--- config.mk ---
export PLATFORM = sky130hd
export DESIGN_NAME = lds_diag_status
export DESIGN_NICKNAME = d
export VERILOG_FILES = /design/src/verilog/lds_pkg.sv /design/src/verilog/lds_cmd_if.sv /design/src/verilog/lds_diag_status.sv /design/src/verilog/lds_spi_frame.sv
export SDC_FILE = /design/constraint.sdc
export NUM_CORES = 1
export LEC_CHECK = 0
export ABC_AREA = 1
export BUFFER_PORTS_ARGS = -buffer_cell sky130_fd_sc_hd__buf_2
export CORE_ASPECT_RATIO = 0.6
export CORE_MARGIN = 1.5
export CORE_UTILIZATION = 45
export CTS_CLUSTER_SIZE = 10
export DETAILED_ROUTE_END_ITERATION = 8
export PLACE_DENSITY = 0.75
export SLEW_MARGIN = 0
export SYNTH_ARGS = -nofsm -noshare
export SYNTH_HDL_FRONTEND = slang
export SYNTH_HIERARCHICAL = 1
export SYNTH_SLANG_ARGS = --single-unit
--- constraint.sdc ---
create_clock -name clk_i -period 1.6 [get_ports clk_i]
set_input_delay 0.16 -clock clk_i [delete_from_list [all_inputs] [get_ports clk_i]]
set_output_delay 0.16 -clock clk_i [all_outputs]
set_load 0.01 [all_outputs]
--- src/verilog/lds_pkg.sv ---
package lds_pkg;
	localparam logic [6:0]  ADDR_TEMP   = 7'h26; // die temperature, read only
	localparam logic [6:0]  ADDR_STATUS = 7'h37; // primary status
	localparam int          ST_SUPPLY   = 7;     // status field positions
	localparam int          ST_CMD_ERR  = 6;
	localparam int          ST_OVERTEMP = 5;
	localparam int          ST_GS_FAULT = 4;
	localparam int          ST_GS_GOOD  = 3;
	localparam int          CMD_WR      = 15;    // frame: write flag, address, data
	localparam int          FRAME_BITS  = 16;
	localparam logic [7:0]  TEMP_RESET  = 8'h00;
	localparam logic [15:0] TX_RESET    = 16'h0000;
	localparam int          CLK_HZ      = 20_000_000;
	localparam int          START_TMO_MS = 12;   // gate supply start-up timeout
	localparam int          RUN_TMO_MS   = 1;    // gate supply run timeout
	localparam int          START_TMO_CYC = START_TMO_MS * (CLK_HZ / 1000);
	localparam int          RUN_TMO_CYC   = RUN_TMO_MS * (CLK_HZ / 1000);
	localparam int          RECHARGE_US   = 100; // recharge interval
	localparam int          PWM_LOW_US    = 50;  // pwm low recharge delay
	localparam int          TEMP_SMP_US   = 100; // temperature sample interval
	localparam int          RECHARGE_CYC  = RECHARGE_US * (CLK_HZ / 1_000_000);
	localparam int          PWM_LOW_CYC   = PWM_LOW_US * (CLK_HZ / 1_000_000);
	localparam int          TEMP_SMP_CYC  = TEMP_SMP_US * (CLK_HZ / 1_000_000);
	// gate supply sequencing
	typedef enum logic [3:0] {
		GS_OFF   = 4'h1,
		GS_START = 4'h2,
		GS_RUN   = 4'h4,
		GS_FAULT = 4'h8
	} lds_gs_e;
endpackage : lds_pkg

--- src/verilog/lds_cmd_if.sv ---
// command frames between serial engine and register logic
interface lds_cmd_if;
	logic        done; // one-cycle pulse at frame end
	logic        bad;  // bit count not a whole word
	logic [15:0] cmd;  // last sixteen bits received
	logic [15:0] tx;   // word to shift out on next frame
	modport eng (output done, output bad, output cmd, input tx);
	modport regs (input done, input bad, input cmd, output tx);
endinterface : lds_cmd_if

--- src/verilog/lds_diag_status.sv ---
// status and fault logic for the two-channel buck driver
module lds_diag_status #(
	parameter int START_TMO = lds_pkg::START_TMO_CYC, // start-up timeout
	parameter int RUN_TMO   = lds_pkg::RUN_TMO_CYC    // running timeout
) (
	input  wire logic       clk_i,
	input  wire logic       arst_n_i,
	input  wire logic       spi_sck_i,
	input  wire logic       spi_cs_n_i,
	input  wire logic       spi_mosi_i,
	output logic            spi_miso_o,
	output logic            spi_miso_oe_o,
	input  wire logic       enable_i,         // device enable, low = off mode
	input  wire logic       supply_above_uv_i,
	input  wire logic       overtemp_i,       // die above shutdown limit
	input  wire logic       gate_supply_in_reg_i,
	input  wire logic [7:0] temp_code_i,      // converter output
	input  wire logic [7:0] diag2_i,          // secondary diagnostic register
	input  wire logic [1:0] pwm_i,
	input  wire logic [1:0] live_current_reached_i,
	input  wire logic [1:0] bs_uv_i,
	input  wire logic [1:0] low_headroom_i,
	input  wire logic       fault_clear_req_i,
	output logic            fault_clear_ack_o, // high while a request is held and no error remains
	output logic            gate_reg_en_o,
	output logic            gate_drv_en_o,
	output logic [1:0]      ch_current_en_o,
	output logic            vled_meas_upd_o,
	output logic [1:0]      recharge_o,        // one-cycle recharge pulses
	output logic [1:0]      bs_comp_en_o,
	output logic [7:0]      status_o,
	output logic [7:0]      die_temperature_o
);
	typedef struct packed {
		lds_pkg::lds_gs_e gs;       // gate supply sequence
		logic [17:0]      gs_cnt;   // out-of-regulation timer
		logic             supply_ok;
		logic             overtemp;
		logic             gs_fault;
		logic             fault_ot; // fault raised with overtemp
		logic             cmd_err;
		logic             clr_ack;
		logic             reg_en;
		logic             drv_en;
		logic             meas;
		logic [7:0]       temp;
		logic [11:0]      tcnt;     // sample interval timer
		logic [1:0]       pwm_p;
		logic [1:0]       tgt;
		logic [1:0][11:0] lowc;     // pwm low duration
		logic [1:0][11:0] rcnt;     // recharge interval
		logic [1:0]       rch;
		logic [1:0]       comp;
		logic [1:0]       cur;
		logic [15:0]      tx;
	} lds_st_s;

	lds_st_s q, d;
	lds_cmd_if cif ();

	// serial engine
	lds_spi_frame u_frame (
		.clk_i     (clk_i),
		.arst_n_i  (arst_n_i),
		.sck_i     (spi_sck_i),
		.cs_n_i    (spi_cs_n_i),
		.mosi_i    (spi_mosi_i),
		.miso_o    (spi_miso_o),
		.miso_oe_o (spi_miso_oe_o),
		.cmd_if    (cif.eng)
	);

	logic       gs_good;   // gate supply good, decoded from state
	logic [7:0] stat;      // live status byte
	logic       wr;
	logic [6:0] adr;
	logic       err;
	logic       fault_set;
	logic       fault_clr;

	// one-hot, so the run state's own bit is the good flag, straight from a flop
	assign gs_good = q.gs[2];
	// reserved bit 2 reads as zero
	assign stat = {q.supply_ok, q.cmd_err, q.overtemp, q.gs_fault, gs_good, 1'b0, q.tgt};
	assign wr  = cif.cmd[lds_pkg::CMD_WR];
	assign adr = cif.cmd[14:8];

	// only temperature and status live here; anything else is reserved
	always_comb begin
		err = 1'b0;
		if (cif.bad) begin
			err = 1'b1;
		end else if (wr && adr != lds_pkg::ADDR_STATUS) begin
			err = 1'b1;
		end else if (!wr && adr != lds_pkg::ADDR_STATUS && adr != lds_pkg::ADDR_TEMP) begin
			err = 1'b1;
		end
	end

	// all next-state logic
	always_comb begin
		d = q;
		fault_set = 1'b0;
		// supply comparator mirrored directly
		d.supply_ok = supply_above_uv_i;
		d.clr_ack = 1'b0;

		// overtemp: set wins; clear only by request once cool
		if (overtemp_i) begin
			d.overtemp = 1'b1;
		end else if (fault_clear_req_i) begin
			d.overtemp = 1'b0;
		end

		// regulator runs only with supply, no faults, enabled
		d.reg_en = q.supply_ok && !q.overtemp && !q.gs_fault && enable_i;

		// gate supply sequencing
		case (q.gs)
			lds_pkg::GS_OFF: begin
				d.gs_cnt = '0;
				if (q.reg_en) begin
					d.gs = lds_pkg::GS_START;
				end
			end
			lds_pkg::GS_START: begin
				// supply loss or off mode must never end in a timeout fault
				if (!q.reg_en || !q.supply_ok || !enable_i) begin
					d.gs = lds_pkg::GS_OFF;
				end else if (gate_supply_in_reg_i) begin
					d.gs = lds_pkg::GS_RUN;
					d.gs_cnt = '0;
				end else if (q.gs_cnt == 18'(START_TMO - 1)) begin
					fault_set = 1'b1;
				end else begin
					d.gs_cnt = q.gs_cnt + 18'h1;
				end
			end
			lds_pkg::GS_RUN: begin
				if (!q.supply_ok) begin
					// undervoltage drops good but may never raise the fault
					d.gs = lds_pkg::GS_OFF;
				end else if (q.overtemp) begin
					// good was high, so fault rides with overtemp
					fault_set = 1'b1;
					d.fault_ot = 1'b1;
				end else if (!q.reg_en || !enable_i) begin
					// off mode leaves quietly instead of timing out
					d.gs = lds_pkg::GS_OFF;
				end else if (gate_supply_in_reg_i) begin
					d.gs_cnt = '0;
				end else if (q.gs_cnt == 18'(RUN_TMO - 1)) begin
					fault_set = 1'b1;
				end else begin
					d.gs_cnt = q.gs_cnt + 18'h1;
				end
			end
			lds_pkg::GS_FAULT: begin
				if (!q.gs_fault) begin
					d.gs = lds_pkg::GS_OFF;
				end
			end
			default: begin
				d.gs = lds_pkg::GS_OFF;
			end
		endcase

		// fault clear: request (with overtemp gone if linked) or off mode
		fault_clr = !enable_i || (fault_clear_req_i && !(q.fault_ot && overtemp_i));
		if (fault_set) begin
			d.gs_fault = 1'b1; // set wins over clear
			d.gs = lds_pkg::GS_FAULT;
			d.gs_cnt = '0;
		end else if (fault_clr) begin
			d.gs_fault = 1'b0;
			d.fault_ot = 1'b0;
		end

		// acknowledge once every error is gone
		d.clr_ack = fault_clear_req_i && !d.overtemp && !d.gs_fault;

		// drivers and measurement
		// supply term cuts the drivers a cycle before the regulator path would
		d.drv_en = q.reg_en && q.supply_ok && gs_good && !q.gs_fault;
		d.meas = q.supply_ok && gs_good && !q.gs_fault;

		// periodic temperature sample, held between samples
		if (q.tcnt == 12'(lds_pkg::TEMP_SMP_CYC - 1)) begin
			d.tcnt = '0;
			d.temp = temp_code_i;
		end else begin
			d.tcnt = q.tcnt + 12'h1;
		end

		// per channel: target flag, recharge, compensation
		d.pwm_p = pwm_i;
		for (int c = 0; c < 2; c++) begin
			// current stops as soon as the supply flag drops
			d.cur[c] = q.drv_en && q.supply_ok && pwm_i[c];
			if (!q.supply_ok) begin
				d.tgt[c] = 1'b0; // cleared on undervoltage
			end else if (q.pwm_p[c] && !pwm_i[c]) begin
				d.tgt[c] = live_current_reached_i[c];
			end
			if (pwm_i[c]) begin
				d.lowc[c] = '0;
			end else if (q.lowc[c] != 12'(lds_pkg::PWM_LOW_CYC)) begin
				d.lowc[c] = q.lowc[c] + 12'h1;
			end
			d.rch[c] = 1'b0;
			// idle switch: long pwm low, or on but current not reached
			if ((!pwm_i[c] && q.lowc[c] == 12'(lds_pkg::PWM_LOW_CYC))
				|| (pwm_i[c] && !live_current_reached_i[c])) begin
				if (q.rcnt[c] == 12'(lds_pkg::RECHARGE_CYC - 1)) begin
					d.rcnt[c] = '0;
					d.rch[c] = 1'b1;
				end else begin
					d.rcnt[c] = q.rcnt[c] + 12'h1;
				end
			end else begin
				d.rcnt[c] = '0;
			end
			d.comp[c] = q.drv_en && !pwm_i[c] && !bs_uv_i[c] && !low_headroom_i[c];
		end

		// command execution
		if (cif.done) begin
			if (err) begin
				// write discarded, diagnostics queued for next access
				d.cmd_err = 1'b1;
				d.tx = {stat, diag2_i};
			end else if (wr) begin
				// only the error bit is writable; data is ignored
				d.cmd_err = 1'b0;
				d.tx = {stat, 8'h00};
			end else if (adr == lds_pkg::ADDR_TEMP) begin
				d.tx = {stat, q.temp};
			end else begin
				d.tx = {stat, stat};
			end
		end
	end

	// state register
	always_ff @(posedge clk_i or negedge arst_n_i) begin
		if (!arst_n_i) begin
			q <= '{gs: lds_pkg::GS_OFF, temp: lds_pkg::TEMP_RESET,
				tx: lds_pkg::TX_RESET, default: '0};
		end else begin
			q <= d;
		end
	end

	assign cif.tx            = q.tx;
	assign fault_clear_ack_o = q.clr_ack;
	assign gate_reg_en_o     = q.reg_en;
	assign gate_drv_en_o     = q.drv_en;
	assign ch_current_en_o   = q.cur;
	assign vled_meas_upd_o   = q.meas;
	assign recharge_o        = q.rch;
	assign bs_comp_en_o      = q.comp;
	assign die_temperature_o = q.temp;
	// status byte built from flops only
	assign status_o = stat;
endmodule : lds_diag_status

--- src/verilog/lds_spi_frame.sv ---
// serial frame engine, mode 0, msb first, pins sampled on clk_i
module lds_spi_frame (
	input  wire logic clk_i,
	input  wire logic arst_n_i,
	input  wire logic sck_i,
	input  wire logic cs_n_i,
	input  wire logic mosi_i,
	output logic      miso_o,
	output logic      miso_oe_o,
	lds_cmd_if.eng    cmd_if
);
	typedef struct packed {
		logic        sck_p;  // last sck level
		logic        cs_p;   // last cs_n level
		logic        any;    // at least one bit seen
		logic [3:0]  cnt;    // bits modulo sixteen
		logic [15:0] sin;    // receive shifter
		logic [15:0] sout;   // transmit shifter
		logic        miso;
		logic        oe;
		logic        done;
		logic        bad;
		logic [15:0] cmd;
	} lds_eng_s;

	lds_eng_s q, d;

	// edge detection and shifting
	always_comb begin
		d      = q;
		d.sck_p = sck_i;
		d.cs_p  = cs_n_i;
		d.done  = 1'b0;
		if (q.cs_p && !cs_n_i) begin // frame opens
			d.sout = cmd_if.tx;
			d.miso = cmd_if.tx[15];
			d.oe   = 1'b1;
			d.cnt  = 4'h0;
			d.any  = 1'b0;
		end else if (!q.cs_p && cs_n_i) begin // frame closes
			d.oe   = 1'b0;
			d.done = 1'b1;
			d.bad  = (q.cnt != 4'h0) || !q.any;
			d.cmd  = q.sin;
		end else if (!cs_n_i) begin
			if (sck_i && !q.sck_p) begin // sample on rising edge
				d.sin = {q.sin[14:0], mosi_i};
				d.cnt = q.cnt + 4'h1;
				d.any = 1'b1;
			end else if (!sck_i && q.sck_p) begin // present on falling edge
				d.sout = {q.sout[14:0], 1'b0};
				d.miso = q.sout[14];
			end
		end
	end

	// state register
	always_ff @(posedge clk_i or negedge arst_n_i) begin
		if (!arst_n_i) begin
			q <= '{sck_p: 1'b0, cs_p: 1'b1, default: '0};
		end else begin
			q <= d;
		end
	end

	assign miso_o     = q.miso;
	assign miso_oe_o  = q.oe;
	assign cmd_if.done = q.done;
	assign cmd_if.bad  = q.bad;
	assign cmd_if.cmd  = q.cmd;
endmodule : lds_spi_frame

==> impl_metrics.ini, run 1 <==
[status]
outcome = complete, but fails checks
violations = setup timing

[sta]
grt_setup_unrepaired = yes
post-route-period-util_pct = 107
tns_ps = -1650
min_period_ps = 1710
clock.fmax_ghz = 0.585
slew_viol_final = 0
final_hold_viol_count = 0
setup_viol = 22
fin_ws_ps = -110
fin_skew_ps = 10.5

[critical_path]
path_delay_family = flip-flops
cp_max_fo = 6
cp.arrival_ps = 2030
cp-start-kind = register
path_class = register to register
worst-path-buf-inv = 2
slowest_stage = dfstp_2
crit_path_max_incr_delay_ps = 570
crit_chain = nor2_4, nand3_4, inv_4, nand3_4, o21ai_4, a21oi_4, buf_12, nand2_4, nand2_1, nand2_1
required_ps = 1920
worstSetupEndpointType = register

[grt]
track_usage_pct = 21.2
grt_pass1_vias = 7197
grt.overflow.total = 0
grt_pass1_wl_um = 36100
grt_max_degree = 43
antenna_found_initial = 0

[cts]
clk_path_buf_depth = 2
cts.sinks = 174
cts_tree = done
clockRootBuffer = clkbuf_16
path_clk_slew_ps = 70
htreeDepth = 4
numCtsBuffers = 17
clkLatencyLatePin_ps = 430

[flow_run]
cap_violations = 0

[power]
ir_worst_vdd_mv = 0.931
power.net_switching_uw = 3320
power.share.switching_pct = 29.9
internal_power_uw = 7810
p_leak_uw = 0.00569
combPwrFrac_pct = 19.2
power_frac_seq_pct = 44.8
power.density_mw_per_mm2 = 955
p_clk_share_pct = 36.0

[layout]
insertedDiodeCount = 0
drive_gt1_share_pct = 30.4
fin_util_pct = 58.4
fin_cells = 1554
fin_nets = 1314
syn_to_final_growth_pct = 27.3

[placement]
gp_congestion = 0.897
place_inst = 1475
port-buffer-count = 60
dpl_worst_slack_ps = -92.4
dp_hpwl_um = 14800

[route]
vias_per_cell = 5.03
firstDrtPassIters = 7
routed_wirelength_um = 22500
drc = 0
drt_iter0_markers = 620
num_vias = 7817
antenna_left = 0
drt-wirelength-per-cell_um = 14.5

[floorplan]
die_w_um = 187
die_y_um = 114
top_level_ports = 62
start_util_pct = 45.9
coreArea_mm2 = 0.0200
num_rows = 40
dieArea_mm2 = 0.0212

[logic_synthesis]
synth.cell_area_mm2 = 0.00916
ys_warn_count = 6
syn_area_per_cell_um2 = 8.19
syn_inst = 1118

[worst_hold_path]
min_path_type = input port to register
-- layer usage --
metal	vias to the layer above	share of wire (%)	wire length (µm)	track usage (%)
li1	3834	-	-	-
met1	3703	49	10900	32.0
met2	252	44	9860	30.6
met3	28	6.2	1400	4.89
met4	0	1.3	297	5.27
met5	-	0	0	0
-- final timing paths --
| path | slack, ps | startpoint | endpoint | depth (start not counted) |
|---|---|---|---|---|
| worst max-delay path | -110 | q[121] | q[110] | 10 |
| worst min-delay path | 20 | diag2_i[1] | cif.tx[1] | 3 |
| worst max register to register | -110 | q[121] | q[110] | 10 |
| worst min register to register | 450 | q[22] | q[22] | 1 |
| max in group asynchronous | 730 | arst_n_i | q[116] | 3 |
| min in group asynchronous | 220 | arst_n_i | q[27] | 2 |
-- cell usage in the layout (no fill, tap or decap), types with 6 or more instances in the layout --
cell	instances
nor2_2	24
buf_6	7
dfrtp_1	165
buf_2	59
clkbuf_16	20
o21ai_1	8
dlygate4sd3_1	22
inv_1	113
xor2_1	18
nand2_1	270
nand2_4	9
nand3_1	71
nand3_2	25
o21ai_2	11
nor2_4	11
nor2_1	75
clkinvlp_4	6
a21oi_1	27
nand2_2	37
inv_2	17
mux2_2	8
ha_1	8
o21ai_0	50
nor3_1	11
buf_12	13
nand3_4	9
buf_4	82
nand4_1	20
dfrtp_2	7
-- through the flow --
stage | cell area, µm² | hold slack, ps | total power (µW)
2_1_floorplan | 9190 | -136 | 6160
3_3_place_gp | 10100 | 114 | 6680
3_5_place_dp | 10100 | 112 | 6710
4_1_cts | 11000 | 10.7 | 10800
5_1_grt | 11700 | 9.36 | 11600
6_report | 11700 | 15.6 | 11100
-- final cells by class --
| type | instances | area (µm²) |
|---|---|---|
| Clock buffer | 20 | 447 |
| Clock inverter | 12 | 111 |
| Fill cell | 1679 | 8310 |
| Inverter | 137 | 527 |
| Multi-Input combinational cell | 752 | 4330 |
| Sequential cell | 174 | 4370 |
| Tap cell | 273 | 342 |
| Timing Repair Buffer | 186 | 1550 |
-- power groups by stage --
| stage | Sequential (µW) | Combinational (µW) | Clock, µW |
|---|---|---|---|
| floorplan | 4990 | 1170 | 0 |
| global placement | 5030 | 1640 | 0 |
| detailed placement | 5040 | 1670 | 0 |
| CTS | 4970 | 1770 | 4100 |
| global route | 5020 | 2330 | 4290 |
| finish | 4990 | 2140 | 4010 |
-- registers in the layout, summed over array words and instances (netlist names) --
| name | flops |
|---|---|
| u_frame/miso_oe_o | 1 |
| die_temperature_o | 8 |
| u_frame/miso_o | 1 |
| u_frame/cmd_if.cmd | 8 |
| gate_drv_en_o | 1 |
| cif.tx | 15 |
| ch_current_en_o | 2 |
| status_o | 7 |
| u_frame/q | 38 |
| u_frame/cmd_if.bad | 1 |
| q | 84 |
| gate_reg_en_o | 1 |
| u_frame/cmd_if.done | 1 |
| recharge_o | 2 |
| fault_clear_ack_o | 1 |
| vled_meas_upd_o | 1 |
| bs_comp_en_o | 2 |
-- worst reg2reg max path, stage by stage (launching register included) --
cell and delay, ps:
dfstp_2 570, nor2_4 50, nand3_4 110, inv_4 50, nand3_4 80, o21ai_4 80
a21oi_4 240, buf_12 190, nand2_4 100, nand2_1 80, nand2_1 50
-- timing repair --
action | 4_1_cts | 5_1_grt
hold buffers | 22 | 0
gates cloned | 1 | 5
gates resized for setup | 8 | 131
pin swaps | 2 | 31
setup endpoints to repair | 46 | 87
hold endpoints to repair | 106 | 0
buffers inserted | 1 | 18
Note: power is estimated with default switching activity, not from simulation.
==> inputs of run 2 (changes only) <==
- BUFFER_PORTS_ARGS: -buffer_cell sky130_fd_sc_hd__buf_2 -> -buffer_cell sky130_fd_sc_hd__buf_4
- MAX_ROUTING_LAYER: not set -> met4
==> impl_metrics.ini, run 2 (synthesized netlist as in run 1, its figures left out) <==
[critical_path]
path_delay_family = simple AND/OR/NAND/NOR gates
required_ps = 1980
path_class = register to register
cp-start-kind = register
cp.arrival_ps = 2210
worstSetupEndpointType = register
crit_chain = nor2_4, nand3_4, buf_4, o211ai_1, nand2_2, nand2_8, clkbuf_16, nand3_2, nand2_2
slowest_stage = dfrtp_1
worst-path-buf-inv = 2
cp_max_fo = 5
cp_common_cell = nand2_2
crit_path_max_incr_delay_ps = 420

[cts]
path_clk_slew_ps = 70
numCtsBuffers = 17
clockRootBuffer = clkbuf_16
clkLatencyLatePin_ps = 430
cts_tree = done
htreeDepth = 4
clk_path_buf_depth = 2
cts.sinks = 174

[status]
outcome = complete, but fails checks
violations = setup timing

[placement]
placed_area_mm2 = 0.0104
dp_hpwl_um = 15600
port-buffer-count = 60
gp_congestion = 0.914

[sta]
grt_setup_unrepaired = yes
tns_ps = -3800
post-route-period-util_pct = 114
tightest_slew_ps = 539
final_hold_viol_count = 0
clock.fmax_ghz = 0.547
slew_viol_final = 0
min_period_ps = 1830
max_slew_margin_pct = 64.1
fin_ws_ps = -227
fin_skew_ps = 12.4
setup_viol = 23

[power]
ir_worst_vdd_mv = 0.909
power_uw = 11400
p_leak_uw = 0.00588
power.density_mw_per_mm2 = 955

[layout]
insertedDiodeCount = 0
fin_nets = 1345
fin_area_mm2 = 0.0119
largest-register = q
fin_util_pct = 59.8
syn_to_final_growth_pct = 30.4
final_cell_mix = nand2_1, dfrtp_1, buf_4
layout_commonest_cell = nand2_1
drive_gt1_share_pct = 28.9
largest_register_ffs = 84

[floorplan]
die_y_um = 114
num_rows = 40
dieArea_mm2 = 0.0212
start_util_pct = 45.9
coreArea_mm2 = 0.0200
top_level_ports = 62
die_w_um = 187

[route]
vias_per_cell = 5.12
drt_iter0_markers = 780
drt-wirelength-per-cell_um = 15.2
routed_wirelength_um = 24100
antenna_left = 0
firstDrtPassIters = 6
num_vias = 8108
drc = 0

[grt]
track_usage_pct = 23.3
grt_max_degree = 51
grt_pass1_vias = 7631
grt.overflow.total = 0
grt_pass1_wl_um = 38000
antenna_found_initial = 0

[worst_hold_path]
min_path_type = input port to register

[flow_run]
cap_violations = 0
run 2: cell type report:
cell class | count | area [µm²]
Clock buffer | 18 | 439
Tap cell | 273 | 342
Multi-Input combinational cell | 753 | 4210
Clock inverter | 14 | 154
Fill cell | 1644 | 8020
Timing Repair Buffer | 216 | 1930
Sequential cell | 174 | 4360
Inverter | 137 | 518
run 2: per-stage QoR:
step	hold WS (ps)	worst slack (ps)	cells
after floorplan	-136	-64.1	1119
after global placement	158	-755	1491
after detailed placement	154	-874	1491
after CTS	1.66	-149	1559
after global routing	28.1	-277	1585
final	20.6	-227	1585
run 2: worst register-to-register path, stage by stage, from the launching register on:
cell and delay [ps]:
dfrtp_1 420, nor2_4 160, nand3_4 100, buf_4 150
o211ai_1 260, nand2_2 190, nand2_8 190, clkbuf_16 170
nand3_2 70, nand2_2 70
run 2: report_power, final:
| group | switching, µW | internal (µW) |
|---|---|---|
| logic | 1270 | 921 |
| clock network | 1860 | 2370 |
| registers | 241 | 4740 |
| total | 3370 | 8040 |
run 2: layer usage:
layer | wire length [µm] | global-route usage, % | vias to the layer above | share of wire, %
met3 | 1750 | 4.89 | 46 | 7.3
met1 | 10900 | 32.2 | 3838 | 45
met4 | 409 | 6.40 | 0 | 1.7
met2 | 11000 | 34.9 | 320 | 46
li1 | - | - | 3904 | -
met5 | 0 | - | - | 0
run 2: worst paths after layout:
check                                       start  cells after the start  slack (ps)                endpoint
setup / recovery                           q[122]                      9        -230                  q[118]
setup reg to reg                           q[122]                      9        -230                  q[118]
hold / removal                         diag2_i[2]                      3          20               cif.tx[2]
hold reg to reg            u_frame/cmd_if.cmd[10]                      2         470  u_frame/cmd_if.cmd[10]
max in group asynchronous                arst_n_i                      3         710                  q[121]
min in group asynchronous                arst_n_i                      2         260                   q[22]
run 2: repair_timing:
item / CTS / global route
gates cloned: 2 / 5
hold endpoints to repair: 67 / 0
pin swaps: 7 / 38
endpoints found under the setup margin: 55 / 96
hold buffers: 25 / 0
buffers inserted: 9 / 21
gates resized for setup: 12 / 80
==> inputs of run 3 (changes only) <==
- SYNTH_HIERARCHICAL: 1 -> not set
==> impl_metrics.ini, run 3 <==
[layout]
fin_area_mm2 = 0.0114
nFillCells = 1570
fin_cells = 1472
drive_gt1_share_pct = 27.5
fin_nets = 1259
syn_to_final_growth_pct = 31.1
largest-register = q
insertedDiodeCount = 0
final_cell_mix = dfrtp_1, nand2_1, buf_4
layout_commonest_cell = dfrtp_1
largest_register_ffs = 84

[critical_path]
crit_chain = buf_6, nor2_2, nand2_2, nor2_2, nand3_2, nor2_4, a21oi_4, buf_12, clkbuf_16, nand3_1, nand2_1
cp_common_cell = nor2_2
cp-start-kind = register
slowest_stage = dfrtp_1
cp.arrival_ps = 2060
worstSetupEndpointType = register
path_class = register to register
cp_max_fo = 12
path_delay_family = simple AND/OR/NAND/NOR gates
crit_path_max_incr_delay_ps = 410
worst-path-buf-inv = 3
required_ps = 1920

[route]
drt-wirelength-per-cell_um = 15.9
num_vias = 7825
vias_per_cell = 5.32
routed_wirelength_um = 23400
drt_iter0_markers = 821
drc = 0
firstDrtPassIters = 6
antenna_left = 0

[logic_synthesis]
synth.cell_area_mm2 = 0.00873
synthSimpleGateAreaFrac_pct = 25.8
synth_top_family_by_area = simple AND/OR/NAND/NOR gates
synth_xor_area_share_pct = 2.61
ys_top_cells_by_area = dfrtp_1, nand2_1, nand3_1, nor2_1, inv_1
synthAdderAreaFrac_pct = 1.72
synth_top_area_share_pct = 49.3
ys_warn_count = 0
yosys.area.top_type = dfrtp_1
synth-compound-area-share_pct = 9.22
synthArstFlopShare_pct = 100
syn_inst = 1045
ys_seq_area_share_pct = 49.9
synth_cell_types = 45
synth_mux_area_share_pct = 1.42
synth.ff_latch_count = 174
syn-num-nets = 1091
synth_edf_count = 0
synth.most_common_cell = dfrtp_1
synth_common_cells = dfrtp_1, nand2_1, nor2_1
syn_area_per_cell_um2 = 8.35
synthFlopType = dfrtp_1

[grt]
grt_max_degree = 36
grt_pass1_vias = 7273
track_usage_pct = 23.6
grt_pass1_wl_um = 36600
antenna_found_initial = 0
grt.overflow.total = 0

[floorplan]
start_util_pct = 45.9
die_y_um = 111
die_w_um = 183
coreArea_mm2 = 0.0190
dieArea_mm2 = 0.0203
num_rows = 39
top_level_ports = 62

[cts]
clk_path_buf_depth = 2
cts_tree = done
clockRootBuffer = clkbuf_16
htreeDepth = 4
cts.sinks = 174
numCtsBuffers = 17
clkLatencyLatePin_ps = 430
path_clk_slew_ps = 70

[flow_run]
cap_violations = 0

[sta]
fin_ws_ps = -140
slew_viol_final = 0
final_hold_viol_count = 0
grt_setup_unrepaired = yes
fin_skew_ps = 8.50
post-route-period-util_pct = 109
min_period_ps = 1740
tns_ps = -2240
clock.fmax_ghz = 0.575
setup_viol = 20

[placement]
gp_congestion = 0.951
placed_area_mm2 = 0.0100
place_inst = 1393
port-buffer-count = 60
dp_hpwl_um = 16000

[power]
power.density_mw_per_mm2 = 1040
ir_worst_vdd_mv = 0.692
p_leak_uw = 0.00533
power_uw = 11900

[status]
violations = setup timing
outcome = complete, but fails checks

[worst_hold_path]
min_path_type = input port to register
[run 3: stage by stage]
stage	hold WS, ps	util [%]	setup slack [ps]
2_1_floorplan	-136	-	0.491
3_3_place_gp	86.6	52.6	-96.3
3_5_place_dp	84.9	52.6	-121
4_1_cts	37.1	57.5	-71.9
5_1_grt	59.0	60.2	-195
6_report	44.9	60.2	-140
[run 3: logic make-up (layout without fill, tap and decap cells)]
logic type,count (synthesis),count (layout)
muxes,11,11
AOI/OAI and AO/OA,145,146
adders and majority gates,12,12
and+or+nand+nor,493,493
xor gates and xnor gates,26,26
DFF,174,174
buffers and inverters,183,363
other,1,1
[run 3: final cells by class]
| type | count | area (µm²) | area share, % |
|---|---|---|---|
| clock buffer | 20 | 457 | 3.99 |
| inverter | 130 | 490 | 4.28 |
| multi-input combinational | 689 | 3930 | 34.3 |
| sequential | 174 | 4370 | 38.2 |
| timing repair buffer | 201 | 1760 | 15.4 |
| tap | 246 | 308 | 2.69 |
| clock inverter | 12 | 138 | 1.20 |
[run 3: power breakdown]
part | internal (µW) | switching [µW] | total [µW]
Sequential | 4880 | 348 | 5230
Combinational | 1090 | 1400 | 2490
Clock | 2390 | 1800 | 4200
[run 3: what timing repair did]
| item | 4_1_cts | 5_1_grt |
|---|---|---|
| buffers inserted | 5 | 15 |
| resized for setup | 16 | 96 |
| cloned | 0 | 4 |
| hold buffers | 24 | 0 |
| endpoints found under the setup margin | 42 | 90 |
| pin swaps | 6 | 26 |
| hold endpoints to repair | 198 | 0 |
[run 3: final timing paths]
check                             to       start  slack [ps]  depth (start not counted)
setup / recovery              q[116]      q[118]        -140                         11
hold / removal             cif.tx[7]  diag2_i[7]          40                          3
setup reg to reg              q[116]      q[118]        -140                         11
hold reg to reg                q[68]       q[68]         470                          1
max in group asynchronous     q[121]    arst_n_i         830                          3
min in group asynchronous      q[55]    arst_n_i         200                          2
[run 3: routing by layer]
metal  routed length [µm]  global-route usage (%)  up-vias
li1                     -                       -     3769
met1                11400                    35.2     3710
met2                 9970                    32.5      306
met3                 1570                    4.86       40
met4                  465                    6.67        0
met5                    0                       -        -
[run 3: worst reg2reg max path, delay by kind of cell (launching register included)]
kind	cells	cell delay, ps
DFF	1	410
and+or+nand+nor	7	730
buffers and inverters	3	430
AOI/OAI and AO/OA	1	50
